[src/design/dsfc_cfg.svh]
`ifndef DSFC_CFG_SVH
`define DSFC_CFG_SVH
`define DSFC_ADDR_CTRL 12'h000
`define DSFC_ADDR_MON 12'h004
`define DSFC_ADDR_GPIO 12'h008
`define DSFC_ADDR_ABSEL0 12'h00c
`define DSFC_ADDR_ABSEL1 12'h010
`define DSFC_ADDR_XDATA 12'h014
`define DSFC_ADDR_CHAN 12'h018
`define DSFC_ADDR_SFWORD 12'h01c
`define DSFC_ADDR_STATUS 12'h020
`define DSFC_ADDR_LVLA 12'h024
`define DSFC_ADDR_LVLB 12'h028
`define DSFC_ADDR_OUT 12'h02c
`define DSFC_ADDR_INA 12'h030
`define DSFC_ADDR_INB 12'h034
`define DSFC_CTRL_PD 0
`define DSFC_CTRL_TEN 1
`define DSFC_CTRL_AB 2
`define DSFC_CTRL_OT 4
`define DSFC_MON_EN 5
`define DSFC_MON_KIND 4
`define DSFC_GPIO_DIR 1
`define DSFC_GPIO_LVL 0
`define DSFC_SF_MODE 2'h0
`define DSFC_SF_GPIO 6'h0d
`define DSFC_SF_CTRL 6'h01
`define DSFC_SF_MON 6'h0c
`define DSFC_SF_AB0 6'h0e
`define DSFC_SF_AB1 6'h0f
`define DSFC_CLK_NS 25
`define DSFC_BUSY_NS 600
`define DSFC_BUSY_CYC ((`DSFC_BUSY_NS + `DSFC_CLK_NS - 1) / `DSFC_CLK_NS)
`endif

[src/design/dsfc_pkg.sv]
package dsfc_pkg;
	typedef struct packed {
		logic therm_flag;
		logic ab_sel;
		logic therm_en;
		logic power_down;
	} dsfc_ctrl_t;
	typedef struct packed {
		logic enable;
		logic kind;
		logic [3:0] sel;
	} dsfc_mon_t;
	typedef enum logic [1:0] {
		DSFC_SRC_NONE,
		DSFC_SRC_CHAN,
		DSFC_SRC_IN0,
		DSFC_SRC_IN1
	} dsfc_src_t;
endpackage

[src/design/dsfc_top.sv]
// Behaviour
// - input, offset codes are binary when coding pin low, twos complement when high
// - gain, control and command words always decoded as straight binary
// - monitor enable field zero disables monitor output, releasing it
// - enabled, kind zero: four select bits pick one of sixteen channels
// - enabled, kind one: select bit zero picks monitor input zero or one
// - special-function code 001101 writes the general-purpose pin register
// - direction field one makes pin output driven to level field
// - both fields zero make the pin an input, driver released
// - pin register readback shows current pin level in bit zero
// - power-down bit one forces every channel output to signal ground
// - power-down keeps registers; clearing restores previous outputs
// - thermal enable plus over-temperature enters power-down
// - entering thermal shutdown sets the over-temperature flag bit four
// - thermal shutdown persists until thermal enable bit cleared
// - each channel keeps computed levels A and B, updated on input write
// - each select register holds eight channel select bits
// - busy held low about 600 ns after select register write
// - special-function words carry mode code 00 in leading bits
// - data writes go to input A when control A/B bit 0, else B
//
// The AHB-Lite slave port and the address map were decided locally.
`timescale 1ns/1ps
`default_nettype none
`include "dsfc_cfg.svh"
module dsfc_top (
	input wire logic clk,
	input wire logic srst,
	input wire logic [31:0] haddr,
	input wire logic [1:0] htrans,
	input wire logic hwrite,
	input wire logic [2:0] hsize,
	input wire logic [31:0] hwdata,
	input wire logic hsel,
	input wire logic hready,
	output logic [31:0] hrdata,
	output logic hreadyout,
	output logic hresp,
	input wire logic data_coding_select,
	input wire logic over_temp_in,
	input wire logic gpio_in,
	output logic gpio_out,
	output logic gpio_oe,
	output logic monitor_output_en,
	output logic [1:0] monitor_source,
	output logic [3:0] monitor_channel,
	output logic [15:0] signal_ground_ref,
	output logic busy_n
);
	localparam int BUSY_CYC = `DSFC_BUSY_CYC;
	dsfc_pkg::dsfc_ctrl_t ctrl_ff;
	dsfc_pkg::dsfc_mon_t mon_ff;
	logic [1:0] gpio_ff;
	logic [15:0] absel_ff;
	logic [15:0] xdata_ff;
	logic [3:0] chan_ff;
	logic [15:0] input_level_a [16];
	logic [15:0] input_level_b [16];
	logic [15:0] computed_level_a [16];
	logic [15:0] computed_level_b [16];
	logic [15:0] out_level_ff [16];
	logic [4:0] busy_cnt_ff;
	logic wr_pend_ff;
	logic [11:0] wr_addr_ff;
	logic ot_sync;
	logic gpio_sync;
	logic wr_now;
	logic [23:0] sf_word;
	logic sf_valid;
	logic [5:0] sf_code;
	logic ab_write;
	logic x_write;

	// convert the selected coding to straight offset binary
	function automatic logic [15:0] to_offset(input logic [15:0] v, input logic twos);
		to_offset = twos ? {~v[15], v[14:0]} : v;
	endfunction

	// pick a channel's stored level by its select bit
	function automatic logic [15:0] pick(input logic sel, input logic [15:0] a,
		input logic [15:0] b);
		pick = sel ? b : a;
	endfunction

	dsfc_sync u_ot_sync (
		.clk(clk),
		.srst(srst),
		.din(over_temp_in),
		.dout(ot_sync)
	);
	dsfc_sync u_gpio_sync (
		.clk(clk),
		.srst(srst),
		.din(gpio_in),
		.dout(gpio_sync)
	);

	assign wr_now = wr_pend_ff;
	assign sf_word = hwdata[23:0];
	// mode code 00 marks special words
	assign sf_valid = wr_now && (wr_addr_ff == `DSFC_ADDR_SFWORD) &&
		(sf_word[23:22] == `DSFC_SF_MODE);
	// command code decoded as plain binary
	assign sf_code = sf_word[21:16];
	assign ab_write = sf_valid && ((sf_code == `DSFC_SF_AB0) || (sf_code == `DSFC_SF_AB1));
	assign x_write = wr_now && (wr_addr_ff == `DSFC_ADDR_XDATA);

	// ahb address phase capture
	always_ff @(posedge clk) begin
		if (srst) begin
			wr_pend_ff <= 1'b0;
			wr_addr_ff <= 12'h000;
		end else if (hready) begin
			wr_pend_ff <= hsel && htrans[1] && hwrite;
			wr_addr_ff <= haddr[11:0];
		end
	end

	always_ff @(posedge clk) begin
		if (srst) begin
			hreadyout <= 1'b1;
			hresp <= 1'b0;
			hrdata <= 32'h00000000;
		end else if (hready && hsel && htrans[1] && !hwrite) begin
			unique case (haddr[11:0])
				`DSFC_ADDR_CTRL: hrdata <= {27'h0, ctrl_ff.therm_flag, 1'b0, ctrl_ff.ab_sel,
					ctrl_ff.therm_en, ctrl_ff.power_down};
				`DSFC_ADDR_MON: hrdata <= {26'h0, mon_ff};
				`DSFC_ADDR_GPIO: hrdata <= {29'h0, gpio_ff, gpio_sync};
				`DSFC_ADDR_ABSEL0: hrdata <= {24'h0, absel_ff[7:0]};
				`DSFC_ADDR_ABSEL1: hrdata <= {24'h0, absel_ff[15:8]};
				`DSFC_ADDR_XDATA: hrdata <= {16'h0, xdata_ff};
				`DSFC_ADDR_CHAN: hrdata <= {28'h0, chan_ff};
				`DSFC_ADDR_STATUS: hrdata <= {31'h0, busy_n};
				`DSFC_ADDR_LVLA: hrdata <= {16'h0, computed_level_a[chan_ff]};
				`DSFC_ADDR_LVLB: hrdata <= {16'h0, computed_level_b[chan_ff]};
				`DSFC_ADDR_OUT: hrdata <= {16'h0, out_level_ff[chan_ff]};
				`DSFC_ADDR_INA: hrdata <= {16'h0, input_level_a[chan_ff]};
				`DSFC_ADDR_INB: hrdata <= {16'h0, input_level_b[chan_ff]};
				default: hrdata <= 32'h00000000;
			endcase
		end
	end

	always_ff @(posedge clk) begin
		if (srst) begin
			xdata_ff <= 16'h0000;
			chan_ff <= 4'h0;
		end else if (wr_now && wr_addr_ff == `DSFC_ADDR_XDATA) begin
			xdata_ff <= hwdata[15:0];
		end else if (wr_now && wr_addr_ff == `DSFC_ADDR_CHAN) begin
			chan_ff <= hwdata[3:0];
		end
	end

	// control register, thermal shutdown sticky
	always_ff @(posedge clk) begin
		if (srst) begin
			ctrl_ff <= '0;
		end else begin
			if (sf_valid && sf_code == `DSFC_SF_CTRL) begin
				ctrl_ff.power_down <= sf_word[`DSFC_CTRL_PD];
				ctrl_ff.therm_en <= sf_word[`DSFC_CTRL_TEN];
				ctrl_ff.ab_sel <= sf_word[`DSFC_CTRL_AB];
				if (!sf_word[`DSFC_CTRL_TEN]) begin
					ctrl_ff.therm_flag <= 1'b0;
				end
			end
			if (ctrl_ff.therm_en && ot_sync) begin
				ctrl_ff.therm_flag <= 1'b1;
			end
		end
	end

	always_ff @(posedge clk) begin
		if (srst) begin
			mon_ff <= '0;
		end else if (sf_valid && sf_code == `DSFC_SF_MON) begin
			mon_ff <= sf_word[5:0];
		end
	end

	always_ff @(posedge clk) begin
		if (srst) begin
			gpio_ff <= 2'h0;
		end else if (sf_valid && sf_code == `DSFC_SF_GPIO) begin
			gpio_ff <= sf_word[1:0];
		end
	end

	always_ff @(posedge clk) begin
		if (srst) begin
			gpio_oe <= 1'b0;
			gpio_out <= 1'b0;
		end else begin
			gpio_oe <= gpio_ff[`DSFC_GPIO_DIR];
			gpio_out <= gpio_ff[`DSFC_GPIO_DIR] & gpio_ff[`DSFC_GPIO_LVL];
		end
	end

	always_ff @(posedge clk) begin
		if (srst) begin
			monitor_output_en <= 1'b0;
			monitor_source <= dsfc_pkg::DSFC_SRC_NONE;
			monitor_channel <= 4'h0;
		end else begin
			monitor_output_en <= mon_ff.enable;
			monitor_channel <= mon_ff.sel;
			if (!mon_ff.enable) begin
				monitor_source <= dsfc_pkg::DSFC_SRC_NONE;
			end else if (!mon_ff.kind) begin
				monitor_source <= dsfc_pkg::DSFC_SRC_CHAN;
			end else if (mon_ff.sel[0]) begin
				monitor_source <= dsfc_pkg::DSFC_SRC_IN1;
			end else begin
				monitor_source <= dsfc_pkg::DSFC_SRC_IN0;
			end
		end
	end

	always_ff @(posedge clk) begin
		if (srst) begin
			absel_ff <= 16'h0000;
		end else if (ab_write) begin
			if (sf_code == `DSFC_SF_AB0) begin
				absel_ff[7:0] <= sf_word[7:0];
			end else begin
				absel_ff[15:8] <= sf_word[7:0];
			end
		end
	end

	always_ff @(posedge clk) begin
		if (srst) begin
			busy_cnt_ff <= 5'h00;
			busy_n <= 1'b1;
		end else if (ab_write) begin
			busy_cnt_ff <= 5'(BUSY_CYC - 1);
			busy_n <= 1'b0;
		end else if (busy_cnt_ff != 5'h00) begin
			busy_cnt_ff <= busy_cnt_ff - 5'h01;
		end else begin
			busy_n <= 1'b1;
		end
	end

	genvar g;
	generate
		for (g = 0; g < 16; g++) begin : g_chan
			// route input write by A/B bit
			always_ff @(posedge clk) begin
				if (srst) begin
					input_level_a[g] <= 16'h0000;
					input_level_b[g] <= 16'h0000;
					computed_level_a[g] <= 16'h8000;
					computed_level_b[g] <= 16'h8000;
				end else if (x_write && chan_ff == 4'(g)) begin
					// take the word from the data phase, the data register lags a cycle
					if (!ctrl_ff.ab_sel) begin
						input_level_a[g] <= hwdata[15:0];
						computed_level_a[g] <= to_offset(hwdata[15:0], data_coding_select);
					end else begin
						input_level_b[g] <= hwdata[15:0];
						computed_level_b[g] <= to_offset(hwdata[15:0], data_coding_select);
					end
				end
			end
			always_ff @(posedge clk) begin
				if (srst) begin
					out_level_ff[g] <= 16'h8000;
					signal_ground_ref[g] <= 1'b1;
				end else begin
					signal_ground_ref[g] <= ctrl_ff.power_down | ctrl_ff.therm_flag;
					out_level_ff[g] <= pick(absel_ff[g], computed_level_a[g],
						computed_level_b[g]);
				end
			end
		end
	endgenerate

	a_busy_width: assert property (@(posedge clk) disable iff (srst)
		ab_write |=> !busy_n [*8])
		else $error("busy released too early");
	a_therm_stick: assert property (@(posedge clk) disable iff (srst)
		(ctrl_ff.therm_flag && !(sf_valid && sf_code == `DSFC_SF_CTRL)) |=> ctrl_ff.therm_flag)
		else $error("thermal flag lost");
	a_therm_set: assert property (@(posedge clk) disable iff (srst)
		(ctrl_ff.therm_en && ot_sync) |=> ctrl_ff.therm_flag)
		else $error("thermal flag not set");
	a_pd_ground: assert property (@(posedge clk) disable iff (srst)
		ctrl_ff.power_down |=> (signal_ground_ref == 16'hffff))
		else $error("power-down not grounding");
	a_mon_off: assert property (@(posedge clk) disable iff (srst)
		!mon_ff.enable |=> !monitor_output_en && monitor_source == dsfc_pkg::DSFC_SRC_NONE)
		else $error("monitor not released");
	a_mon_chan: assert property (@(posedge clk) disable iff (srst)
		(mon_ff.enable && !mon_ff.kind) |=> monitor_source == dsfc_pkg::DSFC_SRC_CHAN
		&& monitor_channel == $past(mon_ff.sel))
		else $error("channel select wrong");
	a_mon_inp: assert property (@(posedge clk) disable iff (srst)
		(mon_ff.enable && mon_ff.kind && mon_ff.sel[0]) |=> monitor_source == dsfc_pkg::DSFC_SRC_IN1)
		else $error("monitor input select wrong");
	a_gpio_drv: assert property (@(posedge clk) disable iff (srst)
		gpio_ff[1] |=> gpio_oe && gpio_out == $past(gpio_ff[0]))
		else $error("pin not driven");
	a_gpio_rel: assert property (@(posedge clk) disable iff (srst)
		gpio_ff == 2'h0 |=> !gpio_oe)
		else $error("pin not released");
	a_busy_end: assert property (@(posedge clk) disable iff (srst)
		(busy_cnt_ff == 5'h00 && !busy_n && !ab_write) |=> busy_n)
		else $error("busy not released");
	a_therm_clear: assert property (@(posedge clk) disable iff (srst)
		(sf_valid && sf_code == `DSFC_SF_CTRL && !sf_word[`DSFC_CTRL_TEN]
		&& !(ctrl_ff.therm_en && ot_sync)) |=> !ctrl_ff.therm_flag)
		else $error("thermal flag not cleared");
	a_therm_ground: assert property (@(posedge clk) disable iff (srst)
		ctrl_ff.therm_flag |=> (signal_ground_ref == 16'hffff))
		else $error("thermal shutdown not grounding");
	a_pd_release: assert property (@(posedge clk) disable iff (srst)
		(!ctrl_ff.power_down && !ctrl_ff.therm_flag) |=> (signal_ground_ref == 16'h0000))
		else $error("outputs not restored");
	a_monitor_input_zero: assert property (@(posedge clk) disable iff (srst)
		(mon_ff.enable && mon_ff.kind && !mon_ff.sel[0])
		|=> monitor_source == dsfc_pkg::DSFC_SRC_IN0)
		else $error("monitor input zero not selected");
	c_ab_write: cover property (@(posedge clk) disable iff (srst) ab_write);
	c_therm: cover property (@(posedge clk) disable iff (srst) $rose(ctrl_ff.therm_flag));
	c_gpio: cover property (@(posedge clk) disable iff (srst) sf_valid && sf_code == `DSFC_SF_GPIO);
	c_pd_ground: cover property (@(posedge clk) disable iff (srst) $rose(ctrl_ff.power_down));
	c_mon_input: cover property (@(posedge clk) disable iff (srst)
		monitor_source == dsfc_pkg::DSFC_SRC_IN1);
endmodule
`default_nettype wire

[src/design/dsfc_sync.sv]
`timescale 1ns/1ps
`default_nettype none
// three-stage synchroniser; output changes once stages two and three agree
module dsfc_sync (
	input wire logic clk,
	input wire logic srst,
	input wire logic din,
	output logic dout
);
	logic s1_ff;
	logic s2_ff;
	logic s3_ff;
	always_ff @(posedge clk) begin
		if (srst) begin
			s1_ff <= 1'b0;
			s2_ff <= 1'b0;
			s3_ff <= 1'b0;
		end else begin
			s1_ff <= din;
			s2_ff <= s1_ff;
			s3_ff <= s2_ff;
		end
	end
	always_ff @(posedge clk) begin
		if (srst) begin
			dout <= 1'b0;
		end else if (s2_ff == s3_ff) begin
			dout <= s3_ff;
		end
	end
endmodule
`default_nettype wire

[config.mk]
export PLATFORM = sky130hd
export DESIGN_NAME = dsfc_top
export DESIGN_NICKNAME = d
export VERILOG_FILES = /design/src/design/dsfc_pkg.sv /design/src/design/dsfc_top.sv /design/src/design/dsfc_sync.sv
export VERILOG_INCLUDE_DIRS = /design/src /design/src/design
export SDC_FILE = /design/constraint.sdc
export NUM_CORES = 1
export LEC_CHECK = 0
export BUFFER_PORTS_ARGS = -buffer_cell sky130_fd_sc_hd__clkbuf_2
export CAP_MARGIN = 10
export CORE_ASPECT_RATIO = 1.25
export CORE_MARGIN = 2
export CORE_UTILIZATION = 50
export CTS_CLUSTER_SIZE = 40
export DETAILED_ROUTE_END_ITERATION = 10
export PLACE_DENSITY = 0.64
export RECOVER_POWER = 25
export SLEW_MARGIN = 20
export SYNTH_ARGS = -nofsm -noshare
export SYNTH_HDL_FRONTEND = slang
export SYNTH_HIERARCHICAL = 1
export SYNTH_SLANG_ARGS = --single-unit
[constraint.sdc]
create_clock -name clk -period 8.1 [get_ports clk]
set_input_delay 1.62 -clock clk [delete_from_list [all_inputs] [get_ports clk]]
set_output_delay 1.62 -clock clk [all_outputs]
set_load 0.02 [all_outputs]
==> results of run 1 <==
## worst max path at each step
stage,start,depth (start not counted),endpoint,slack [ns]
2_1_floorplan,wr_addr_ff[7],6,computed_level_a[0][0],4.23
3_3_place_gp,haddr[11],7,hrdata[2],3.51
3_5_place_dp,haddr[11],7,hrdata[4],3.45
4_1_cts,haddr[11],7,hrdata[4],4.13
5_1_grt,srst,3,computed_level_a[2][12],2.18
6_report,srst,3,computed_level_a[2][12],2.35
## cell families (layout without fill, tap and decap cells)
kind of cell	Yosys count	count (layout)
simple gates	1148	1148
flops	905	905
mux	547	547
buf+inv	309	345
compound gates	235	235
xor+xnor	4	4
other cells	2	20
fa+ha+maj	1	1
## worst max-delay path: stages
cell and delay, ns:
buf_8 0.30, clkbuf_1 2.90, a31o_2 1.10
## power groups by stage
stage / registers (mW) / clock network [mW] / logic (mW)
after floorplan: 5.15 / 0 / 0.277
after global placement: 5.18 / 0 / 0.433
after detailed placement: 5.18 / 0 / 0.447
after CTS: 5.08 / 4.16 / 0.449
after global routing: 5.10 / 4.33 / 0.483
final: 5.09 / 4.14 / 0.460
## sequential cells by signal (all words and copies together) (netlist names), 2 cells and up, named ones only
name and count:
out_level_ff 256, computed_level_a 226, computed_level_b 196, input_level_b 76, input_level_a 46, absel_ff 16, hrdata 16, xdata_ff 16
wr_addr_ff 12, mon_ff 6, busy_cnt_ff 5, chan_ff 4, ctrl_ff 4, monitor_channel 4, gpio_ff 2, monitor_source 2
## synth_stat cells (all sizes together), types with 4 or more instances
master     n  area (um2)
a21oi     54         270
a32oi      4        35.0
mux2i    342        3420
xnor2      4        35.0
o41ai      5        43.8
nor3       5        36.3
mux2      12         135
mux4     193        4350
nand2b     5        31.3
a211oi    50         375
nor2b     37         231
edfxtp   544       16300
buf      120         746
a2111oi    4        36.3
dfxtp    361        7230
nand2    163         612
nand3     26         130
nand4      8        56.3
and2     533        3330
and3       8        50.1
a31oi     12        75.1
nor4       9        77.6
clkbuf   178         668
a221oi    16         140
or2        5        31.3
nor2     328        1260
inv       11        41.3
a22oi     16         120
o21ai     49         245
## layer usage
metal  GRT usage, %  up-vias  routed length (um)
li1               -    11200                   -
met2           52.0     1652               63400
met1           43.0    13600               51900
met3           6.43      407               13800
met4           17.6        4                7920
met5              0        -                  32
## area by class of cell
| class | count | share of cell area (%) |
|---|---|---|
| Clock inverter | 42 | 0.799 |
| Tap cell | 1062 | 2.96 |
| Timing Repair Buffer | 169 | 2.45 |
| Inverter | 11 | 0.0947 |
| Antenna cell | 2 | 0.0111 |
| Sequential cell | 905 | 52.5 |
| Multi-Input combinational cell | 1953 | 35.6 |
| Clock buffer | 123 | 5.60 |
==> flow_summary.json, run 1 <==
{
  "outcome": "finished, violations left",
  "violations": "max-capacitance violations, max-slew violations",
  "syn_inst": 3151,
  "dp.cells": 4099,
  "worstReg2RegStart": "wr_addr_ff[11]",
  "synth-simple-area-share_pct": 14.9,
  "synth-compound-area-share_pct": 3.84,
  "synth.distinct_cells": 72,
  "swShare_pct": 22.7,
  "final_common_cell": "edfxtp_1",
  "overflow": 0,
  "setup_slack_ns": 2.35,
  "cts_buffers": 88,
  "total_power_mw": 9.69,
  "cap_viol_max_count": 7,
  "finalNetCount": 3206,
  "tns_ns": 0,
  "ys.warnings.count": 6,
  "drt-initial-drc-count": 3622,
  "drt-pass1-iter-count": 6,
  "initial_core_util_pct": 50.6,
  "p_int_mw": 7.49,
  "cts_root_buffer": "clkbuf_16",
  "endpoint_kind": "flop",
  "synth_flop_cell": "edfxtp_1",
  "grt_max_degree": 86,
  "period_minus_slack_ns": 5.75,
  "fill_cells": 6443,
  "drive_gt1_share_pct": 17.4,
  "required_ns": 8.37,
  "synth-seq-cells": 905,
  "hold_class": "flop to flop",
  "grt_pass1_wl_um": 193000,
  "insertion_delay_ns": 0.67,
  "syn_to_final_growth_pct": 10.7,
  "clockBufferDepth": 3,
  "synth_edf_count": 544,
  "grt_setup_unrepaired": "false",
  "hold_viol": 0,
  "r2r_slack_ns": 3.76,
  "io_buffers": 86,
  "slew_headroom_pct": -173,
  "synthArstFlopShare_pct": 0,
  "postCtsSetupRepairBufs": 0,
  "startpoint_type": "primary input",
  "synthXorXnorAreaFrac_pct": 0.0863,
  "vias_per_cell": 6.29,
  "core_area_mm2": 0.0803,
  "instances_no_fill": 4267,
  "cts.sinks": 905,
  "avgSynthCellArea_um2": 12.9,
  "ys_seq_area_share_pct": 58.1,
  "hold_buffers": 0,
  "synth_mux_area_share_pct": 19.5,
  "fmax_mhz": 174,
  "cts-htree-levels": 3,
  "dp_slack_ns": 3.45,
  "grt_usage_pct": 32.9,
  "grt_pass1_vias": 26500,
  "dpl.hpwl_um": 85600,
  "p_sw_mw": 2.20,
  "peakVddDrop_mv": 0.153,
  "fin_skew_ns": 0.0226,
  "multi_input_area_mm2": 0.0160,
  "clkPwrFrac_pct": 42.7,
  "final_area_mm2": 0.0449,
  "cts_resized": 0,
  "gp_congestion": 0.919,
  "drv_slew": 307,
  "seqCellArea_mm2": 0.0236,
  "yosys.area_share.adder_pct": 0.0308,
  "vias": 26900,
  "die_h_um": 323,
  "synth_top_family_by_area": "multiplexers",
  "r2r_cells": 7,
  "cts_tree": "yes",
  "pwr-share-comb_pct": 4.8,
  "tightestPinTransition_ns": 4.10,
  "die_w_um": 259,
  "hold_ws_ns": 0.438,
  "dpl_cell_area_mm2": 0.0421,
  "cp_data_arrival_time_ns": 6.02,
  "r2r-end": "computed_level_b[0][7]",
  "setup_violations": 0,
  "fin_crit_sh_pct": 71.0,
  "ios": 137,
  "whs_endpoint": "u_ot_sync/s2_ff",
  "antenna_left": 0,
  "wl_per_cell_um": 32.1,
  "die-area_mm2": 0.0835,
  "total_leakage_power_nw": 15.5,
  "cp_max_fo": 78,
  "path_class": "primary input to flop",
  "p_seq_share_pct": 52.5,
  "fin_util_pct": 56.0,
  "drc": 0,
  "num_rows": 116,
  "routed_wirelength_um": 137000,
  "clk_pin_slew_ns": 0.06,
  "power.density_mw_per_mm2": 216,
  "layout_common_cells": "edfxtp_1, and2_1, dfxtp_1",
  "antenna_found_initial": 10,
  "min_path_cells": 1,
  "synth_area_mm2": 0.0406,
  "hold_start": "u_ot_sync/s1_ff"
}
(Power assumes the default switching activity.)
==> run 2: changes to the inputs <==
--- a/config.mk
+++ b/config.mk
@@ -6,6 +6,7 @@
 export SDC_FILE = /design/constraint.sdc
 export NUM_CORES = 1
 export LEC_CHECK = 0
+export ABC_AREA = 1
 export BUFFER_PORTS_ARGS = -buffer_cell sky130_fd_sc_hd__clkbuf_2
 export CAP_MARGIN = 10
 export CORE_ASPECT_RATIO = 1.25
@@ -13,7 +14,7 @@
 export CORE_UTILIZATION = 50
 export CTS_CLUSTER_SIZE = 40
 export DETAILED_ROUTE_END_ITERATION = 10
-export PLACE_DENSITY = 0.64
+export PLACE_DENSITY = 0.67
 export RECOVER_POWER = 25
 export SLEW_MARGIN = 20
 export SYNTH_ARGS = -nofsm -noshare
==> constraint.sdc (replaced) <==
create_clock -name clk -period 4.95 [get_ports clk]
set_input_delay 0.99 -clock clk [delete_from_list [all_inputs] [get_ports clk]]
set_output_delay 0.99 -clock clk [all_outputs]
set_load 0.02 [all_outputs]
==> flow_summary.json, run 2 <==
{
  "tightestPinTransition_ns": 2.55,
  "overflow": 0,
  "routed_wirelength_um": 140000,
  "reg_top3": "out_level_ff (256), computed_level_a (226), computed_level_b (196)",
  "power.density_mw_per_mm2": 358,
  "grt_pass1_vias": 31800,
  "diodes": 0,
  "drv_slew": 222,
  "synth.most_common_cell": "nor2_1",
  "endpoint_kind": "flop",
  "cts_buffers": 86,
  "cts_tree": "yes",
  "ys.warnings.count": 6,
  "finalNetCount": 4848,
  "cp_data_arrival_time_ns": 4.34,
  "core_area_mm2": 0.0814,
  "total_leakage_power_nw": 17.9,
  "critPathBufInv": 1,
  "grt_setup_unrepaired": "false",
  "outcome": "finished, violations left",
  "final_common_cell": "nor2_1",
  "syn_to_final_growth_pct": 8.94,
  "fill_cells": 7468,
  "cts-htree-levels": 3,
  "path_class": "flop to flop",
  "grt_max_degree": 185,
  "die_h_um": 324,
  "io_buffers": 86,
  "use_met2_pct": 51.0,
  "num_rows": 117,
  "vias": 34300,
  "grt_util_met3_pct": 7.11,
  "startpoint_type": "flop",
  "synthArstFlopShare_pct": 0,
  "antenna_left": 0,
  "dp_slack_ns": 1.50,
  "initial_core_util_pct": 50.4,
  "clk_pin_slew_ns": 0.06,
  "setup_slack_ns": 0.880,
  "wl_per_cell_um": 23.7,
  "die_w_um": 260,
  "drt-pass1-iter-count": 7,
  "dpl.hpwl_um": 85100,
  "grt_pass1_wl_um": 203000,
  "instances_no_fill": 5914,
  "seqCellArea_mm2": 0.0236,
  "cts_root_buffer": "clkbuf_16",
  "ios": 137,
  "path_cells": "or2_4 -> nor4_1 -> nand3_4 -> inv_2 -> nand3_4 -> nor2_4 -> nand2_1 -> nand2_1",
  "hold_viol": 0,
  "cap_viol_max_count": 3,
  "netlist_top_cells_count": "nor2_1, nand2_1, edfxtp_1",
  "gp_congestion": 0.972,
  "required_ns": 5.22,
  "multi_input_area_mm2": 0.0147,
  "fmax_mhz": 246,
  "clockBufferDepth": 3,
  "ys_seq_area_share_pct": 57.4,
  "vias_per_cell": 5.80,
  "yosys.area.top_type": "edfxtp_1",
  "dp.cells": 5753,
  "setup_violations": 0,
  "peakVddDrop_mv": 0.334,
  "synth_area_mm2": 0.0410,
  "avgSynthCellArea_um2": 8.39,
  "drc": 0,
  "tns_ns": 0,
  "antenna_found_initial": 2,
  "crit_family": "simple AND/OR/NAND/NOR gates",
  "synth-seq-cells": 905,
  "drt-initial-drc-count": 4645,
  "synth.distinct_cells": 34,
  "syn_inst": 4891,
  "drive_gt1_share_pct": 7.23,
  "cts.sinks": 905,
  "slowest_delay_ns": 0.88,
  "synth_flop_cell": "edfxtp_1",
  "largest_reg_flops": 256,
  "synthTopCellsByArea": "edfxtp_1, dfxtp_1, nor2_1",
  "cp_max_fo": 22,
  "violations": "max-capacitance violations, max-slew violations",
  "hold_class": "flop to flop",
  "synth_top_area_share_pct": 39.8,
  "fin_crit_sh_pct": 82.2,
  "grt_usage_pct": 32.9,
  "synth_edf_count": 544,
  "insertion_delay_ns": 0.67,
  "grt.met1_usage_pct": 42.5,
  "slew_headroom_pct": -69.7,
  "period_minus_slack_ns": 4.07,
  "cp_slowest_cell": "nand2_1",
  "hold_buffers": 0,
  "grt_busiest_layer": "met2",
  "postCtsSetupRepairBufs": 0,
  "fin_skew_ns": 0.0236,
  "layout_common_cells": "nor2_1, nand2_1, edfxtp_1",
  "cts_resized": 0,
  "die-area_mm2": 0.0844,
  "top_register": "out_level_ff"
}
## run 2: metrics by stage
step / utilization (%) / cell area [um2] / total power [mW] / hold WS (ns)
floorplan: - / 41100 / 8.89 / 0.388
global route: 54.9 / 44700 / 16.4 / 0.419
detailed placement: 51.4 / 41800 / 9.19 / 0.395
finish: 54.9 / 44700 / 16.0 / 0.403
global placement: 51.4 / 41800 / 9.17 / 0.392
CTS: 55.0 / 44800 / 16.0 / 0.405
## run 2: tightest hold or removal path, delay by kind of cell (launching register included)
family	cells	cell delay [ns]
flops	1	0.29
simple gates	1	0.03
buf+inv	1	0.04
## run 2: final timing paths
check | slack [ns] | cells after the start | from | to
max | 0.88 | 8 | wr_addr_ff[5] | computed_level_a[6][6]
min | 0.40 | 2 | u_ot_sync/s1_ff | u_ot_sync/s2_ff
max reg2reg | 0.88 | 8 | wr_addr_ff[5] | computed_level_a[6][6]
min reg2reg | 0.40 | 2 | u_ot_sync/s1_ff | u_ot_sync/s2_ff
## run 2: area by class of cell
class | count | share of cell area, %
Clock buffer | 132 | 5.84
Sequential cell | 905 | 52.7
Inverter | 267 | 2.29
Clock inverter | 29 | 0.767
Multi-Input combinational cell | 3342 | 33.0
Timing Repair Buffer | 168 | 2.40
Tap cell | 1071 | 3.00
## run 2: logic make-up (layout without fill, tap and decap cells)
group                      Yosys count  after routing  synth area share, %
xor gates and xnor gates             1              1               0.0213
and+or+nand+nor                   2582           2582                 26.3
AOI/OAI and AO/OA                  740            740                 9.38
other                                2             18               0.0183
adders and majority gates            1              1               0.0305
buffers and inverters              660            596                 6.78
DFF                                905            905                 57.4
## run 2: report_power, final
part | total, mW | internal (mW) | switching [mW]
sequential | 8.29 | 8.20 | 0.0958
clock | 6.95 | 4.01 | 2.94
combinational | 0.755 | 0.168 | 0.587
total | 16.0 | 12.4 | 3.62
## run 2: per-layer routing
layer  up-vias  routed length, um
li1      15900                  -
met1     16200              52300
met2      1893              62800
met3       369              15500
met4         4               9260
met5         -                 23
